===== src/iwac_pkg.sv =====
// Operation
// [RQ1] wait-point 0: interrupt at eighth falling edge
// [RQ2] master, select 0: hold clock low after eight
// [RQ3] slave, select 0: stretch clock after eight
// [RQ4] wait-point 1: interrupt at ninth falling edge
// [RQ5] select 1: wait after nine clocks, both roles
// [RQ6] wait-point select ignored during address byte
// [RQ7] master always waits at ninth address clock
// [RQ8] matched slave waits at ninth, after acknowledge
// [RQ9] extension-code slave waits at eighth falling edge
// [RQ10] ack enable drives data low in ninth
// [RQ11] ack enable ignored on address, except extension
// [RQ12] both bits inert while unit disabled
// [RQ13] reset clears whole control register to zero
// [RQ14] ack disabled: data released in ninth clock
`default_nettype none
package iwac_pkg;
   localparam int unsigned IWAC_DATA_W     = 8;
   localparam int unsigned IWAC_ADDR_W     = 4;
   localparam int unsigned IWAC_FIFO_DEPTH = 2;
   localparam int unsigned IWAC_PTR_W      = 1;
   localparam int unsigned IWAC_CNT_W      = 2;

   // register offsets
   localparam logic [3:0] IWAC_CTRL_OFS = 4'h0;
   localparam logic [3:0] IWAC_STAT_OFS = 4'h1;
   localparam logic [3:0] IWAC_OWN_OFS  = 4'h2;
   localparam logic [3:0] IWAC_SHIFT_OFS = 4'h3;

   // control register bit positions
   localparam int unsigned IWAC_CTRL_EN_BIT   = 7;
   localparam int unsigned IWAC_CTRL_WREL_BIT = 5;
   localparam int unsigned IWAC_CTRL_WTS_BIT  = 3;
   localparam int unsigned IWAC_CTRL_ACKE_BIT = 2;

   // status register bit positions
   localparam int unsigned IWAC_STAT_WAIT_BIT  = 0;
   localparam int unsigned IWAC_STAT_ADDR_BIT  = 1;
   localparam int unsigned IWAC_STAT_EXT_BIT   = 2;
   localparam int unsigned IWAC_STAT_MATCH_BIT = 3;
   localparam int unsigned IWAC_STAT_RXV_BIT   = 4;

   localparam logic [7:0] IWAC_CTRL_RST = 8'h00;
   localparam logic [6:0] IWAC_OWN_RST  = 7'h00;
   localparam logic [3:0] IWAC_EXT_HI   = 4'h0;

   // bit positions within a byte frame
   localparam logic [3:0] IWAC_BIT_LAST_DATA = 4'h8;
   localparam logic [3:0] IWAC_BIT_ACK       = 4'h9;

   // master clock half period
   localparam int unsigned IWAC_SYS_CLK_NS   = 4;
   localparam int unsigned IWAC_SCL_HALF_NS  = 2500;
   localparam int unsigned IWAC_SCL_HALF_CYC =
      (IWAC_SCL_HALF_NS + IWAC_SYS_CLK_NS - 1) / IWAC_SYS_CLK_NS;
   localparam int unsigned IWAC_HALF_W = 10;

   typedef enum logic [3:0] {
      ST_IDLE = 4'b0001,
      ST_ADDR = 4'b0010,
      ST_DATA = 4'b0100,
      ST_SKIP = 4'b1000
   } iwac_state_t;
endpackage
`default_nettype wire


===== src/iwac_fifo.sv =====
`timescale 1ns/1ps
`default_nettype none
module iwac_fifo
   import iwac_pkg::*;
(
   input  wire logic                   sys_clk,
   input  wire logic                   rst,
   input  wire logic                   clk_en,
   input  wire logic                   in_valid,
   output logic                        in_ready,
   input  wire logic [IWAC_DATA_W-1:0] in_data,
   output logic                        out_valid,
   input  wire logic                   out_ready,
   output logic [IWAC_DATA_W-1:0]      out_data
);
   logic [IWAC_DATA_W-1:0] mem_q [IWAC_FIFO_DEPTH];
   logic [IWAC_PTR_W-1:0]  wr_ptr_q;
   logic [IWAC_PTR_W-1:0]  rd_ptr_q;
   logic [IWAC_CNT_W-1:0]  cnt_q;
   logic                   push;
   logic                   pop;

   assign in_ready  = (cnt_q != IWAC_CNT_W'(IWAC_FIFO_DEPTH));
   assign out_valid = (cnt_q != '0);
   assign push      = in_valid & in_ready;
   assign pop       = out_valid & out_ready;
   assign out_data  = mem_q[rd_ptr_q];

   genvar g;
   generate
      for (g = 0; g < IWAC_FIFO_DEPTH; g++) begin : g_entry
         always_ff @(posedge sys_clk) begin
            if (rst) begin
               mem_q[g] <= '0;
            end else if (clk_en && push && wr_ptr_q == IWAC_PTR_W'(g)) begin
               mem_q[g] <= in_data;
            end
         end
      end
   endgenerate

   always_ff @(posedge sys_clk) begin
      if (rst) begin
         wr_ptr_q <= '0;
         rd_ptr_q <= '0;
         cnt_q    <= '0;
      end else if (clk_en) begin
         if (push) begin
            wr_ptr_q <= wr_ptr_q + 1'b1;
         end
         if (pop) begin
            rd_ptr_q <= rd_ptr_q + 1'b1;
         end
         if (push && !pop) begin
            cnt_q <= cnt_q + 1'b1;
         end else if (pop && !push) begin
            cnt_q <= cnt_q - 1'b1;
         end
      end
   end
endmodule
`default_nettype wire


===== src/iwac_ctrl.sv =====
// The address-and-strobe port and the register addresses were decided locally.
`timescale 1ns/1ps
`default_nettype none
module iwac_ctrl
   import iwac_pkg::*;
(
   input  wire logic                   sys_clk,
   input  wire logic                   rst,
   input  wire logic                   clk_en,
   input  wire logic [IWAC_ADDR_W-1:0] reg_addr,
   input  wire logic [IWAC_DATA_W-1:0] reg_wdata,
   input  wire logic                   reg_wr,
   input  wire logic                   reg_rd,
   output logic [IWAC_DATA_W-1:0]      reg_rdata,
   input  wire logic                   master_mode,
   input  wire logic                   serial_clock_line_i,
   output logic                        serial_clock_line_o,
   output logic                        serial_clock_line_oe,
   input  wire logic                   serial_data_line_i,
   output logic                        serial_data_line_o,
   output logic                        serial_data_line_oe,
   output logic [IWAC_DATA_W-1:0]      rx_data,
   output logic                        rx_valid,
   input  wire logic                   rx_ready,
   output logic                        intr_req
);
   function automatic logic iwac_sel(input logic [IWAC_ADDR_W-1:0] a,
                                     input logic [3:0] ofs);
      return a == ofs;
   endfunction

   iwac_state_t            st_q;
   logic                   bus_unit_enable_q;
   logic                   wait_point_select_q;
   logic                   ack_drive_enable_q;
   logic [6:0]             own_addr_q;
   logic                   ext_code_rx_flag_q;
   logic                   addr_hit_q;
   logic                   wait_q;
   logic                   ack_q;
   logic                   intr_q;
   logic [3:0]             bit_cnt_q;
   logic [7:0]             shift_q;
   logic                   mclk_low_q;
   logic [IWAC_HALF_W-1:0] half_cnt_q;
   logic [IWAC_DATA_W-1:0] rdata_q;
   logic                   scl_s1, scl_s2, scl_s3;
   logic                   sda_s1, sda_s2, sda_s3;
   logic                   scl_fall, scl_rise, start_ev, stop_ev;
   logic                   fall_8, fall_9;
   logic                   byte_ext, byte_match;
   logic                   wait_set, wait_rel;
   logic                   push_valid, push_ready;
   logic                   master_act;

   // two-stage synchronisers, third stage only for edge finding
   always_ff @(posedge sys_clk) begin
      if (rst) begin
         scl_s1 <= 1'b1;
         scl_s2 <= 1'b1;
         scl_s3 <= 1'b1;
         sda_s1 <= 1'b1;
         sda_s2 <= 1'b1;
         sda_s3 <= 1'b1;
      end else if (clk_en) begin
         scl_s1 <= serial_clock_line_i;
         scl_s2 <= scl_s1;
         scl_s3 <= scl_s2;
         sda_s1 <= serial_data_line_i;
         sda_s2 <= sda_s1;
         sda_s3 <= sda_s2;
      end
   end

   assign scl_fall = scl_s3 & ~scl_s2;
   assign scl_rise = ~scl_s3 & scl_s2;
   assign start_ev = sda_s3 & ~sda_s2 & scl_s2;
   assign stop_ev  = ~sda_s3 & sda_s2 & scl_s2;
   assign fall_8   = scl_fall && bit_cnt_q == IWAC_BIT_LAST_DATA;
   assign fall_9   = scl_fall && bit_cnt_q == IWAC_BIT_ACK;
   assign byte_ext   = (shift_q[7:4] == IWAC_EXT_HI);
   assign byte_match = (shift_q[7:1] == own_addr_q);
   assign master_act = bus_unit_enable_q && master_mode
                       && (st_q == ST_ADDR || st_q == ST_DATA);

   // software port: control, own address, read data one cycle later
   always_ff @(posedge sys_clk) begin
      if (rst) begin
         bus_unit_enable_q   <= IWAC_CTRL_RST[IWAC_CTRL_EN_BIT]; // see [RQ13]
         wait_point_select_q <= IWAC_CTRL_RST[IWAC_CTRL_WTS_BIT];
         ack_drive_enable_q  <= IWAC_CTRL_RST[IWAC_CTRL_ACKE_BIT];
         own_addr_q          <= IWAC_OWN_RST;
      end else if (clk_en && reg_wr) begin
         if (iwac_sel(reg_addr, IWAC_CTRL_OFS)) begin
            // only software writes change these bits, see [RQ12]
            bus_unit_enable_q   <= reg_wdata[IWAC_CTRL_EN_BIT];
            wait_point_select_q <= reg_wdata[IWAC_CTRL_WTS_BIT];
            ack_drive_enable_q  <= reg_wdata[IWAC_CTRL_ACKE_BIT];
         end
         if (iwac_sel(reg_addr, IWAC_OWN_OFS)) begin
            own_addr_q <= reg_wdata[6:0];
         end
      end
   end

   always_ff @(posedge sys_clk) begin
      if (rst) begin
         rdata_q <= '0;
      end else if (clk_en) begin
         rdata_q <= '0;
         if (reg_rd) begin
            if (iwac_sel(reg_addr, IWAC_CTRL_OFS)) begin
               rdata_q[IWAC_CTRL_EN_BIT]   <= bus_unit_enable_q;
               rdata_q[IWAC_CTRL_WTS_BIT]  <= wait_point_select_q;
               rdata_q[IWAC_CTRL_ACKE_BIT] <= ack_drive_enable_q;
            end else if (iwac_sel(reg_addr, IWAC_STAT_OFS)) begin
               rdata_q[IWAC_STAT_WAIT_BIT]  <= wait_q;
               rdata_q[IWAC_STAT_ADDR_BIT]  <= (st_q == ST_ADDR);
               rdata_q[IWAC_STAT_EXT_BIT]   <= ext_code_rx_flag_q;
               rdata_q[IWAC_STAT_MATCH_BIT] <= addr_hit_q;
               rdata_q[IWAC_STAT_RXV_BIT]   <= rx_valid;
            end else if (iwac_sel(reg_addr, IWAC_OWN_OFS)) begin
               rdata_q[6:0] <= own_addr_q;
            end else if (iwac_sel(reg_addr, IWAC_SHIFT_OFS)) begin
               rdata_q <= shift_q;
            end
         end
      end
   end

   // byte framing: count rising edges, sample data on them
   always_ff @(posedge sys_clk) begin
      if (rst) begin
         bit_cnt_q <= '0;
         shift_q   <= '0;
      end else if (clk_en) begin
         if (!bus_unit_enable_q || start_ev || stop_ev) begin
            bit_cnt_q <= '0;
         end else if (scl_rise && st_q != ST_IDLE) begin
            bit_cnt_q <= bit_cnt_q + 4'h1;
            if (bit_cnt_q < IWAC_BIT_LAST_DATA) begin
               shift_q <= {shift_q[6:0], sda_s2};
            end
         end else if (fall_9) begin
            bit_cnt_q <= '0;
         end
      end
   end

   // frame state; a disabled unit sits idle
   always_ff @(posedge sys_clk) begin
      if (rst) begin
         st_q               <= ST_IDLE;
         addr_hit_q         <= 1'b0;
         ext_code_rx_flag_q <= 1'b0;
      end else if (clk_en) begin
         if (!bus_unit_enable_q || stop_ev) begin
            st_q               <= ST_IDLE;
            addr_hit_q         <= 1'b0;
            ext_code_rx_flag_q <= 1'b0;
         end else if (start_ev) begin
            st_q               <= ST_ADDR;
            addr_hit_q         <= 1'b0;
            ext_code_rx_flag_q <= 1'b0;
         end else begin
            unique case (st_q)
               ST_ADDR: begin
                  if (fall_8 && !master_mode) begin
                     addr_hit_q         <= byte_match;
                     ext_code_rx_flag_q <= byte_ext && !byte_match;
                  end
                  if (fall_9) begin
                     st_q <= (master_mode || addr_hit_q || ext_code_rx_flag_q)
                             ? ST_DATA : ST_SKIP;
                  end
               end
               ST_IDLE, ST_DATA, ST_SKIP: begin
                  st_q <= st_q;
               end
            endcase
         end
      end
   end

   // wait points; the select bit only counts once past the address byte
   always_comb begin
      wait_set = 1'b0;
      if (bus_unit_enable_q) begin
         unique case (st_q)
            ST_ADDR: begin
               // see [RQ6] [RQ7] [RQ8]
               wait_set = fall_9 && (master_mode || addr_hit_q);
               if (fall_8 && !master_mode && byte_ext && !byte_match) begin
                  wait_set = 1'b1; // see [RQ9]
               end
            end
            ST_DATA: begin
               // see [RQ1] [RQ2] [RQ3] [RQ4] [RQ5]
               wait_set = wait_point_select_q ? fall_9 : fall_8;
            end
            ST_IDLE, ST_SKIP: begin
               wait_set = 1'b0;
            end
         endcase
      end
   end

   // release only with room for the next byte, so a stalled reader loses nothing
   assign wait_rel = clk_en && reg_wr && iwac_sel(reg_addr, IWAC_CTRL_OFS)
                     && reg_wdata[IWAC_CTRL_WREL_BIT] && push_ready;

   always_ff @(posedge sys_clk) begin
      if (rst) begin
         wait_q <= 1'b0;
         intr_q <= 1'b0;
      end else if (clk_en) begin
         intr_q <= wait_set; // see [RQ1] [RQ4]
         if (!bus_unit_enable_q || stop_ev) begin
            wait_q <= 1'b0; // see [RQ12]
         end else if (wait_set) begin
            wait_q <= 1'b1; // set beats a release in the same cycle
         end else if (wait_rel) begin
            wait_q <= 1'b0;
         end
      end
   end

   // acknowledge for the ninth clock is chosen at the eighth falling edge
   always_ff @(posedge sys_clk) begin
      if (rst) begin
         ack_q <= 1'b0;
      end else if (clk_en) begin
         if (!bus_unit_enable_q || fall_9 || stop_ev || start_ev) begin
            ack_q <= 1'b0; // see [RQ12] [RQ14]
         end else if (fall_8 && !master_mode && st_q == ST_ADDR) begin
            // address ack is automatic; the enable bit only counts for
            // extension codes, see [RQ11] [RQ8]
            ack_q <= byte_match || (byte_ext && ack_drive_enable_q);
         end else if (fall_8 && st_q == ST_DATA) begin
            ack_q <= ack_drive_enable_q; // see [RQ10] [RQ14]
         end
      end
   end

   // master clock: half-period timer, stalls while a slave stretches
   always_ff @(posedge sys_clk) begin
      if (rst) begin
         mclk_low_q <= 1'b0;
         half_cnt_q <= '0;
      end else if (clk_en) begin
         if (!master_act) begin
            mclk_low_q <= 1'b0;
            half_cnt_q <= '0;
         end else if (wait_q || wait_set) begin
            mclk_low_q <= 1'b1; // see [RQ2] [RQ5]
            half_cnt_q <= '0;
         end else if (mclk_low_q || scl_s2) begin
            if (half_cnt_q == IWAC_HALF_W'(IWAC_SCL_HALF_CYC - 1)) begin
               half_cnt_q <= '0;
               mclk_low_q <= ~mclk_low_q;
            end else begin
               half_cnt_q <= half_cnt_q + 1'b1;
            end
         end
      end
   end

   // open-drain pins: outputs fixed low, enables pull the line
   assign serial_clock_line_o  = 1'b0;
   assign serial_clock_line_oe = wait_q || (master_act && mclk_low_q); // see [RQ2] [RQ3]
   assign serial_data_line_o   = 1'b0;
   assign serial_data_line_oe  = ack_q; // see [RQ10]
   assign reg_rdata            = rdata_q;
   assign intr_req             = intr_q;

   assign push_valid = clk_en && bus_unit_enable_q && fall_8 && st_q == ST_DATA;

   iwac_fifo u_rx_buf (
      .sys_clk   (sys_clk),
      .rst       (rst),
      .clk_en    (clk_en),
      .in_valid  (push_valid),
      .in_ready  (push_ready),
      .in_data   (shift_q),
      .out_valid (rx_valid),
      .out_ready (rx_ready && clk_en),
      .out_data  (rx_data)
   );

   a_wait_eighth_data: assert property (@(posedge sys_clk) disable iff (rst) // see [RQ1]
      (clk_en && bus_unit_enable_q && st_q == ST_DATA && fall_8 && !wait_point_select_q
       && !stop_ev) |=> (wait_q && serial_clock_line_oe))
      else $error("no wait at eighth clock with select low");

   a_wait_ninth_data: assert property (@(posedge sys_clk) disable iff (rst) // see [RQ5]
      (clk_en && bus_unit_enable_q && st_q == ST_DATA && fall_9 && wait_point_select_q
       && !stop_ev) |=> (wait_q && serial_clock_line_oe))
      else $error("no wait at ninth clock with select high");

   a_no_early_wait: assert property (@(posedge sys_clk) disable iff (rst) // see [RQ4]
      (clk_en && st_q == ST_DATA && fall_8 && wait_point_select_q && !wait_q)
      |=> (!wait_q && !intr_req))
      else $error("wait at eighth clock with select high");

   a_intr_with_wait: assert property (@(posedge sys_clk) disable iff (rst) // see [RQ1]
      $rose(wait_q) |-> intr_req)
      else $error("wait entered without interrupt request");

   a_master_addr_wait: assert property (@(posedge sys_clk) disable iff (rst) // see [RQ7]
      (clk_en && bus_unit_enable_q && master_mode && st_q == ST_ADDR && fall_9
       && !stop_ev && !start_ev) |=> (wait_q && st_q == ST_DATA))
      else $error("master missed ninth address wait");

   a_ext_code_wait: assert property (@(posedge sys_clk) disable iff (rst) // see [RQ9]
      (clk_en && bus_unit_enable_q && !master_mode && st_q == ST_ADDR && fall_8
       && byte_ext && !byte_match && !stop_ev && !start_ev)
      |=> (wait_q && ext_code_rx_flag_q))
      else $error("extension code wait missing at eighth clock");

   a_ack_drive_ninth: assert property (@(posedge sys_clk) disable iff (rst) // see [RQ10]
      (clk_en && bus_unit_enable_q && st_q == ST_DATA && fall_8 && ack_drive_enable_q
       && !stop_ev && !start_ev) |=> serial_data_line_oe [*2])
      else $error("acknowledge not driven in ninth clock");

   a_nack_release: assert property (@(posedge sys_clk) disable iff (rst) // see [RQ14]
      (clk_en && st_q == ST_DATA && fall_8 && !ack_drive_enable_q)
      |=> !serial_data_line_oe)
      else $error("data line driven with acknowledge disabled");

   a_disabled_quiet: assert property (@(posedge sys_clk) disable iff (rst) // see [RQ12]
      (clk_en && !bus_unit_enable_q) |=> (!serial_clock_line_oe && !serial_data_line_oe))
      else $error("pins driven while unit disabled");

   a_reset_clears: assert property (@(posedge sys_clk) // see [RQ13]
      rst |=> (!bus_unit_enable_q && !wait_point_select_q && !ack_drive_enable_q))
      else $error("control register not cleared by reset");
endmodule
`default_nettype wire


===== config.mk =====
export PLATFORM = sky130hd
export DESIGN_NAME = iwac_ctrl
export DESIGN_NICKNAME = d
export VERILOG_FILES = /design/src/iwac_pkg.sv /design/src/iwac_fifo.sv /design/src/iwac_ctrl.sv
export SDC_FILE = /design/constraint.sdc
export NUM_CORES = 1
export LEC_CHECK = 0
export BUFFER_PORTS_ARGS = -buffer_cell sky130_fd_sc_hd__buf_2
export CAP_MARGIN = 30
export CORE_MARGIN = 5
export CORE_UTILIZATION = 53
export CTS_CLUSTER_DIAMETER = 80
export CTS_CLUSTER_SIZE = 12
export DETAILED_ROUTE_END_ITERATION = 12
export PLACE_DENSITY = 0.76
export SYNTH_ARGS = -nofsm -noshare
export SYNTH_HDL_FRONTEND = slang
export SYNTH_SLANG_ARGS = --single-unit

===== constraint.sdc =====
create_clock -name sys_clk -period 2.2 [get_ports sys_clk]
set_input_delay 0.11 -clock sys_clk [delete_from_list [all_inputs] [get_ports sys_clk]]
set_output_delay 0.11 -clock sys_clk [all_outputs]
set_load 0.02 [all_outputs]

==> results of run 1 <==
[final cells by class]
cell class / count / area (µm²)
Inverter: 12 / 45.0
Sequential cell: 77 / 1710
Tap cell: 99 / 124
Multi-Input combinational cell: 297 / 2100
Fill cell: 590 / 2440
Clock buffer: 9 / 124
Clock inverter: 7 / 130
Timing Repair Buffer: 74 / 470
[registers in the layout, indices dropped and copies added, names as in the netlist, 2 cells and up, named ones only]
signal,cells
u_rx_buf.mem_q,16
reg_rdata,8
u_rx_buf.cnt_q,2
bit_cnt_q,4
half_cnt_q,10
shift_q,8
st_q,4
own_addr_q,7
[kinds of logic after synthesis]
group / Yosys count / share of synthesized area
AND/OR/NAND/NOR: 161 / 0.220
other: 1 / 0.000977
buffers and inverters: 33 / 0.0355
adder cells (fa/ha/maj): 6 / 0.0196
XOR/XNOR: 18 / 0.0411
flip-flops: 77 / 0.443
multiplexers: 39 / 0.106
AO/OA/AOI/OAI: 71 / 0.134
[metrics by stage]
stage                     instance area [µm²]  setup TNS, ns
after detailed placement                 4260              0
after CTS                                4600              0
after global placement                   4260              0
after floorplan                          3840              0
after global routing                     4700        -0.0298
final                                    4700              0
[what timing repair did]
| item | in CTS | in global routing |
|---|---|---|
| endpoints found under the hold margin | 6 | 0 |
| pin swaps | 1 | 1 |
| buffers inserted | 1 | 2 |
| hold buffers | 6 | 0 |
| resized for setup | 4 | 18 |
| setup endpoints to repair | 4 | 29 |
[how the worst max path moves through the flow]
| stage | start | end | slack (ns) | cells after the start |
|---|---|---|---|---|
| 2_1_floorplan | bit_cnt_q[0] | half_cnt_q[5] | 0.08 | 8 |
| 3_3_place_gp | bit_cnt_q[1] | half_cnt_q[5] | 0.08 | 8 |
| 3_5_place_dp | bit_cnt_q[1] | half_cnt_q[9] | 0.0009 | 8 |
| 4_1_cts | bit_cnt_q[1] | half_cnt_q[9] | 0.004 | 8 |
| 5_1_grt | bit_cnt_q[1] | half_cnt_q[0] | -0.03 | 9 |
| 6_report | bit_cnt_q[0] | half_cnt_q[5] | 0.08 | 8 |
[layer usage]
| layer | track usage | vias to the layer above |
|---|---|---|
| met5 | 0 | - |
| met1 | 0.277 | 1573 |
| li1 | - | 1595 |
| met4 | 0.103 | 0 |
| met2 | 0.345 | 108 |
| met3 | 0.0466 | 23 |
[worst max-delay path, stage by stage, from the launching register on]
cell	delay, ns
dfxtp_2	0.35
inv_1	0.04
ha_1	0.20
mux2_4	0.27
and3_4	0.19
o21a_4	0.21
a211o_4	0.40
nor4_2	0.26
a211o_1	0.14
[power by group through the flow]
| stage | registers [mW] | logic [mW] | clock network (mW) |
|---|---|---|---|
| floorplan | 1.50 | 0.117 | 0 |
| global placement | 1.51 | 0.178 | 0 |
| detailed placement | 1.51 | 0.182 | 0 |
| CTS | 1.47 | 0.191 | 1.37 |
| global route | 1.48 | 0.218 | 1.42 |
| finish | 1.47 | 0.198 | 1.35 |
[layout by cell type (no fill, tap or decap), types with 3 or more instances in the layout]
cell	n
dfxtp_1	56
nor2_1	51
buf_2	40
nand2_1	29
buf_4	28
mux2i_1	27
and2_1	16
edfxtp_1	16
a21oi_1	15
mux2_2	11
inv_1	10
nand3_1	10
xor2_1	10
clkbuf_8	9
xnor2_1	8
o21ai_1	8
and3_1	8
ha_1	6
dlygate4sd3_1	6
o21ai_0	5
a211o_1	5
o221ai_1	5
a22oi_1	5
dfxtp_2	5
nor3_1	4
nor4_1	4
nor4_2	4
nand4_1	4
or3_1	3
a22o_1	3
nor2b_1	3
bufinv_16	3
==> summary.md, run 1 <==
| Metric | Value |
|---|---|
| Hold Crit Endpoint | `own_addr_q[5]` |
| Clock Path Buffers | `2` |
| VDD IR-drop max | `0.315 mV` |
| Antenna diode count | `0` |
| Placer congestion estimate | `0.932` |
| # DRC | `0` |
| Tightest Pin Transition | `0.912 ns` |
| Drt wl/cell | `roughly 16 µm` |
| Vias | `3299` |
| TritonCTS clock tree | `done` |
| Final Hold Viols | `0` |
| Post-Syn Instances | `406` |
| Antenna violations before repair | `0` |
| Outcome | `completed` |
| Top cells by count, synth | `dfxtp_1 (61), nor2_1 (52), nand2_1 (29)` |
| I/O pins | `43` |
| Share of post-route cells with drive strength above 1 | `0.254` |
| EDFF count, synth | `16` |
| Post-route setup slack | `0.0825 ns` |
| Layout Utilization | `0.658` |
| Sw Pwr | `710 µW` |
| Worst hold path class | `primary input to flip-flop` |
| Cell Area, Synth | `3840 µm²` |
| Mean Syn Cell Area | `9.45 µm²` |
| RSZ-0062 raised after global routing | `true` |
| Ys Warns | `0` |
| H-Tree Depth | `3` |
| Root Driver | `clkbuf_8` |
| Worst EP required | `around 2.5 ns` |
| Total gr overflow | `0` |
| Met2 wire length | `4.41 mm` |
| Pin count of the biggest net entering global routing | `38` |
| Number of CTS-inserted buffers | `9` |
| Yosys cell types | `64` |
| Worst clock skew | `0.0119 ns` |
| Fin crit share | `0.963` |
| Core area | `7140 µm²` |
| Sequential fraction of the synthesis area | `0.443` |
| Net Sw Frac | `0.235` |
| Slew headroom | `0.388` |
| Crit Path Category | `flip-flop to flip-flop` |
| Number of global-route vias before repair | `3231` |
| Ys async rst share | `0` |
| TritonRoute pass-1 iters | `4` |
| DP HPWL | `about 6.5 mm` |
| DP Worst Slack | `slightly below 0.0009 ns` |
| RR Startpoint | `bit_cnt_q[0]` |
| Combinational power share | `0.066` |
| DRT Wirelength | `9.27 mm` |
| Area grow syn2layout | `22.5%` |
| FF-to-FF path depth | `8` |
| Worst path arrival time | `2.42 ns` |
| Yosys reg bits | `77` |
| Hold_ws | `between 0.01 and 0.015 ns` |
| Crit Path Max Fanout | `8` |
| Die height | `approximately 95 µm` |
| Ys flop type | `dfxtp_1` |
| Hold Path Origin | `reg_wdata[5]` |
| Clk_lat worst skew | `~0.36 ns` |
| Vias per cell | `5.74` |
| Slew Viols, Final | `0` |
| GR Util All Layers | `0.216` |
| Post-Route M1 WL | `between 4 and 5 mm` |
| Starting Density | `0.538` |
| R2R setup slack | `about 0.082 ns` |
| Leading post-synthesis cells by cell area | `dfxtp_1 (32%), edfxtp_1 (13%), mux2i_1 (7.0%)` |
| Post-synth top area cell | `dfxtp_1` |
| Nets | `498` |
| Hold Crit Depth | `3` |
| Max Cap Viol | `0` |
| Final setup viols | `0` |
| Worst setup EP type | `flip-flop` |
| PD cells | `643 nW/µm²` |
| DR WL met3 | `514 µm` |
| Int Pwr | `approximately 2.3 mW` |
| Top routing layer in use | `met4` |
| Die area | `9040 µm²` |
| Layout Cells excl Fill | `575` |
| Clk pwr share | `0.447` |
| Share of the synthesized area in the top cell type | `0.318` |
| CTS Sinks | `77` |
| Fmax | `472 MHz` |
| Most common cell in the synthesized netlist | `dfxtp_1` |
| Placed Cells | `550` |
| Static Leakage | `1.97 nW` |
| Iter 0 DRT Violations | `253` |
| ANT nets after route | `0` |
| Fin crit period | `between 2 and 2.5 ns` |
| Std-Cell Rows | `31` |
| First-pass GRT wire length | `15.1 mm` |
| Chip width | `approximately 95 µm` |
| Sequential Power Share | `0.487` |
| Power Total | `3.02 mW` |
| Clock slew at reported path FFs | `around 0.09 ns` |
| Startpoint types | `flip-flop` |
| Reg-to-reg endpoint | `half_cnt_q[5]` |
| Port-buffer cells | `40` |
Note: power is estimated with default switching activity, not from simulation.
==> run 2, diff against run 1 <==
--- a/config.mk
+++ b/config.mk
@@ -8,11 +8,13 @@
 export BUFFER_PORTS_ARGS = -buffer_cell sky130_fd_sc_hd__buf_2
 export CAP_MARGIN = 30
 export CORE_MARGIN = 5
-export CORE_UTILIZATION = 53
+export CORE_UTILIZATION = 55
+export CTS_BUF_LIST = sky130_fd_sc_hd__clkbuf_4
 export CTS_CLUSTER_DIAMETER = 80
-export CTS_CLUSTER_SIZE = 12
+export CTS_CLUSTER_SIZE = 30
 export DETAILED_ROUTE_END_ITERATION = 12
-export PLACE_DENSITY = 0.76
+export PLACE_DENSITY = 0.78
 export SYNTH_ARGS = -nofsm -noshare
 export SYNTH_HDL_FRONTEND = slang
+export SYNTH_HIERARCHICAL = 1
 export SYNTH_SLANG_ARGS = --single-unit
==> summary.md, run 2 <==
| Metric | Value |
|---|---|
| VDD IR-drop max | `0.462 mV (+47%)` |
| Top Registers | `u_rx_buf/mem_q: 16 flops, half_cnt_q: 10 flops` |
| Fin crit share | `0.963 (about the same)` |
| Outcome | `completed` |
| Std-Cell Rows | `30 (-3.2%)` |
| Vias | `3275 (-0.73%)` |
| ANT nets after route | `0 (unchanged)` |
| TritonCTS clock tree | `done` |
| Ys Warns | `6 (+6)` |
| Most common cell in the synthesized netlist | `nor2_1` |
| Drt wl/cell | `15.7 µm (-2.5%)` |
| Setup Buffers After CTS | `0 (-1)` |
| Die height | `94.6 µm (-0.53%)` |
| Placer congestion estimate | `0.931 (about the same)` |
| Final Hold Viols | `0 (unchanged)` |
| CTS Sinks | `77 (unchanged)` |
| Port-buffer cells | `40 (unchanged)` |
| Ys flop type | `dfxtp_1` |
| Fin crit period | `2.12 ns (+0.000220 ns)` |
| Slew headroom | `0.564 (+0.176)` |
| Leading post-synthesis cells by cell area | `dfxtp_1 (31%), edfxtp_1 (12%), nor2_1 (6.2%)` |
| Vias per cell | `5.68 (-1.1%)` |
| Max reg flops | `16 (unchanged)` |
| Chip width | `94.6 µm (-0.53%)` |
| EDFF count, synth | `16 (unchanged)` |
| Total gr overflow | `0 (unchanged)` |
| Design Area, Final | `4550 µm² (-3.2%)` |
| Ys async rst share | `0 (unchanged)` |
| Clock slew at reported path FFs | `0.14 ns (+0.05 ns)` |
| Worst clock skew | `0.0220 ns (+0.0101 ns)` |
| Tightest Pin Transition | `0.646 ns (-0.266 ns)` |
| GR Util All Layers | `0.210 (-0.00585)` |
| Antenna diode count | `0 (unchanged)` |
| Share of post-route cells with drive strength above 1 | `0.237 (-0.0172)` |
| Share of the synthesized area in the top cell type | `0.310 (-0.00789)` |
| Final setup viols | `0 (unchanged)` |
| Crit Path Category | `flip-flop to flip-flop` |
| Total negative slack | `0 ns (unchanged)` |
| Iter 0 DRT Violations | `235 (-7.1%)` |
| Post-synth top area cell | `dfxtp_1` |
| Commonest non-fill, non-tap cells in the layout | `nor2_1 (64), dfxtp_1 (60), buf_2 (40)` |
| Post-DP Area | `4300 µm² (+0.94%)` |
| Placed Cells | `550 (unchanged)` |
| Mean Syn Cell Area | `9.50 µm² (+0.56%)` |
| Hold_ws | `0.0295 ns (+0.0188 ns)` |
| Crit Path Max Fanout | `8 (unchanged)` |
| Power Total | `2.48 mW (-18%)` |
| Slew Viols, Final | `0 (unchanged)` |
| Cell Area, Synth | `3940 µm² (+2.5%)` |
| Post-Syn Instances | `414 (+2.0%)` |
| Fmax | `472 MHz (about the same)` |
| I/O pins | `43 (unchanged)` |
| Worst EP required | `2.58 ns (+0.08 ns)` |
| Area grow syn2layout | `15.6%` |
| Max Cap Viol | `0 (unchanged)` |
| Sequential fraction of the synthesis area | `0.432 (-0.0110)` |
| Top cells by count, synth | `nor2_1 (65), dfxtp_1 (61), nand2_1 (22)` |
| Most common cell after layout, fill and taps aside | `nor2_1` |
| DRT Wirelength | `9.07 mm (-2.2%)` |
| # DRC | `0 (unchanged)` |
| Worst path arrival time | `2.50 ns (+0.08 ns)` |
| Yosys reg bits | `77 (unchanged)` |
| Worst setup EP type | `flip-flop` |
| Antenna violations before repair | `0 (unchanged)` |
| Pin count of the biggest net entering global routing | `21 (-45%)` |
| First-pass GRT wire length | `14.8 mm (-2.4%)` |
| TritonRoute pass-1 iters | `6 (+2)` |
| Clk_lat worst skew | `0.44 ns (+0.08 ns)` |
| PD cells | `544 nW/µm² (-15%)` |
| DP HPWL | `6.46 mm (about the same)` |
| Startpoint types | `flip-flop` |
| Number of CTS-inserted buffers | `9 (unchanged)` |
| Nets | `503 (+1.0%)` |
| Static Leakage | `1.92 nW (-2.6%)` |
| Top reg by flops | `u_rx_buf/mem_q` |
| Root Driver | `clkbuf_4` |
| Yosys cell types | `64 (unchanged)` |
| Worst hold path class | `primary input to flip-flop` |
| Number of global-route vias before repair | `3149 (-2.5%)` |
| Starting Density | `0.573 (+0.0352)` |
| Core area | `6870 µm² (-3.8%)` |
| H-Tree Depth | `3 (unchanged)` |
| Layout Cells excl Fill | `577 (+0.35%)` |
| Die area | `8950 µm² (-1.1%)` |
| Clock Path Buffers | `2 (unchanged)` |
==> run 2: cell count changes after synthesis, sizes merged, moves of 4 or more <==
cell | previous run | this run
a221o | 1 | 8
o221ai | 5 | 0
nor2b | 3 | 8
nand2b | 2 | 12
nor2 | 53 | 65
nor4 | 10 | 4
a31o | 0 | 4
and2 | 16 | 2
nand2 | 29 | 23
o21ai | 13 | 20
mux2i | 27 | 18
==> run 2: cell families after synthesis <==
family | synth area share
xor+xnor | 0.0289
fa+ha+maj | 0.0191
compound gates | 0.147
flops | 0.432
buf+inv | 0.0394
other cells | 0.000953
mux | 0.100
simple gates | 0.232
==> run 2: worst paths after layout <==
kind / to / cells past startpoint / slack [ns] / start
worst max-delay path: half_cnt_q[9] / 5 / 0.08 / st_q[2]
worst min-delay path: own_addr_q[6] / 2 / 0.03 / rst
worst max register to register: half_cnt_q[9] / 5 / 0.08 / st_q[2]
worst min register to register: sda_s2 / 1 / 0.48 / sda_s1
==> run 2: what timing repair did <==
item,CTS,global route
pin swaps,0,1
hold buffers,10,0
setup endpoints to repair,7,11
resized for setup,1,3
gates cloned,0,1
endpoints found under the hold margin,12,0
==> run 2: final cells by class <==
type / instances / area (µm²)
fill: 564 / 2320
multi-input combinational: 307 / 2100
sequential: 77 / 1700
timing repair buffer: 71 / 458
tap: 96 / 120
clock buffer: 9 / 67.6
clock inverter: 7 / 63.8
inverter: 10 / 37.5
==> run 2: worst max-delay path, stage by stage (launching register included) <==
cell     delay, ns
dfxtp_1       0.51
xor2_1        0.18
nand4_1       0.23
o41ai_1       0.60
and3b_1       0.36
a221o_1       0.19
==> run 2: per-stage QoR <==
step,worst slack (ns),utilization
2_1_floorplan,0.0481,-
3_3_place_gp,0.0979,0.626
3_5_place_dp,0.0309,0.626
4_1_cts,0.0556,0.660
5_1_grt,-0.0354,0.662
6_report,0.0823,0.662
==> run 2: per-layer routing <==
metal  vias up  track usage  wire, µm
met5         -            0         0
met4         0       0.0685       119
met3        12       0.0574       677
met2       119        0.341      4230
met1      1523        0.271      4040
li1       1621            -         -
==> run 2: power by group <==
group | internal [mW] | switching [mW] | leakage [nW] | total [mW]
combinational | 0.0789 | 0.110 | 1.20 | 0.189
clock | 0.259 | 0.552 | 0.0674 | 0.811
sequential | 1.46 | 0.0137 | 0.645 | 1.48
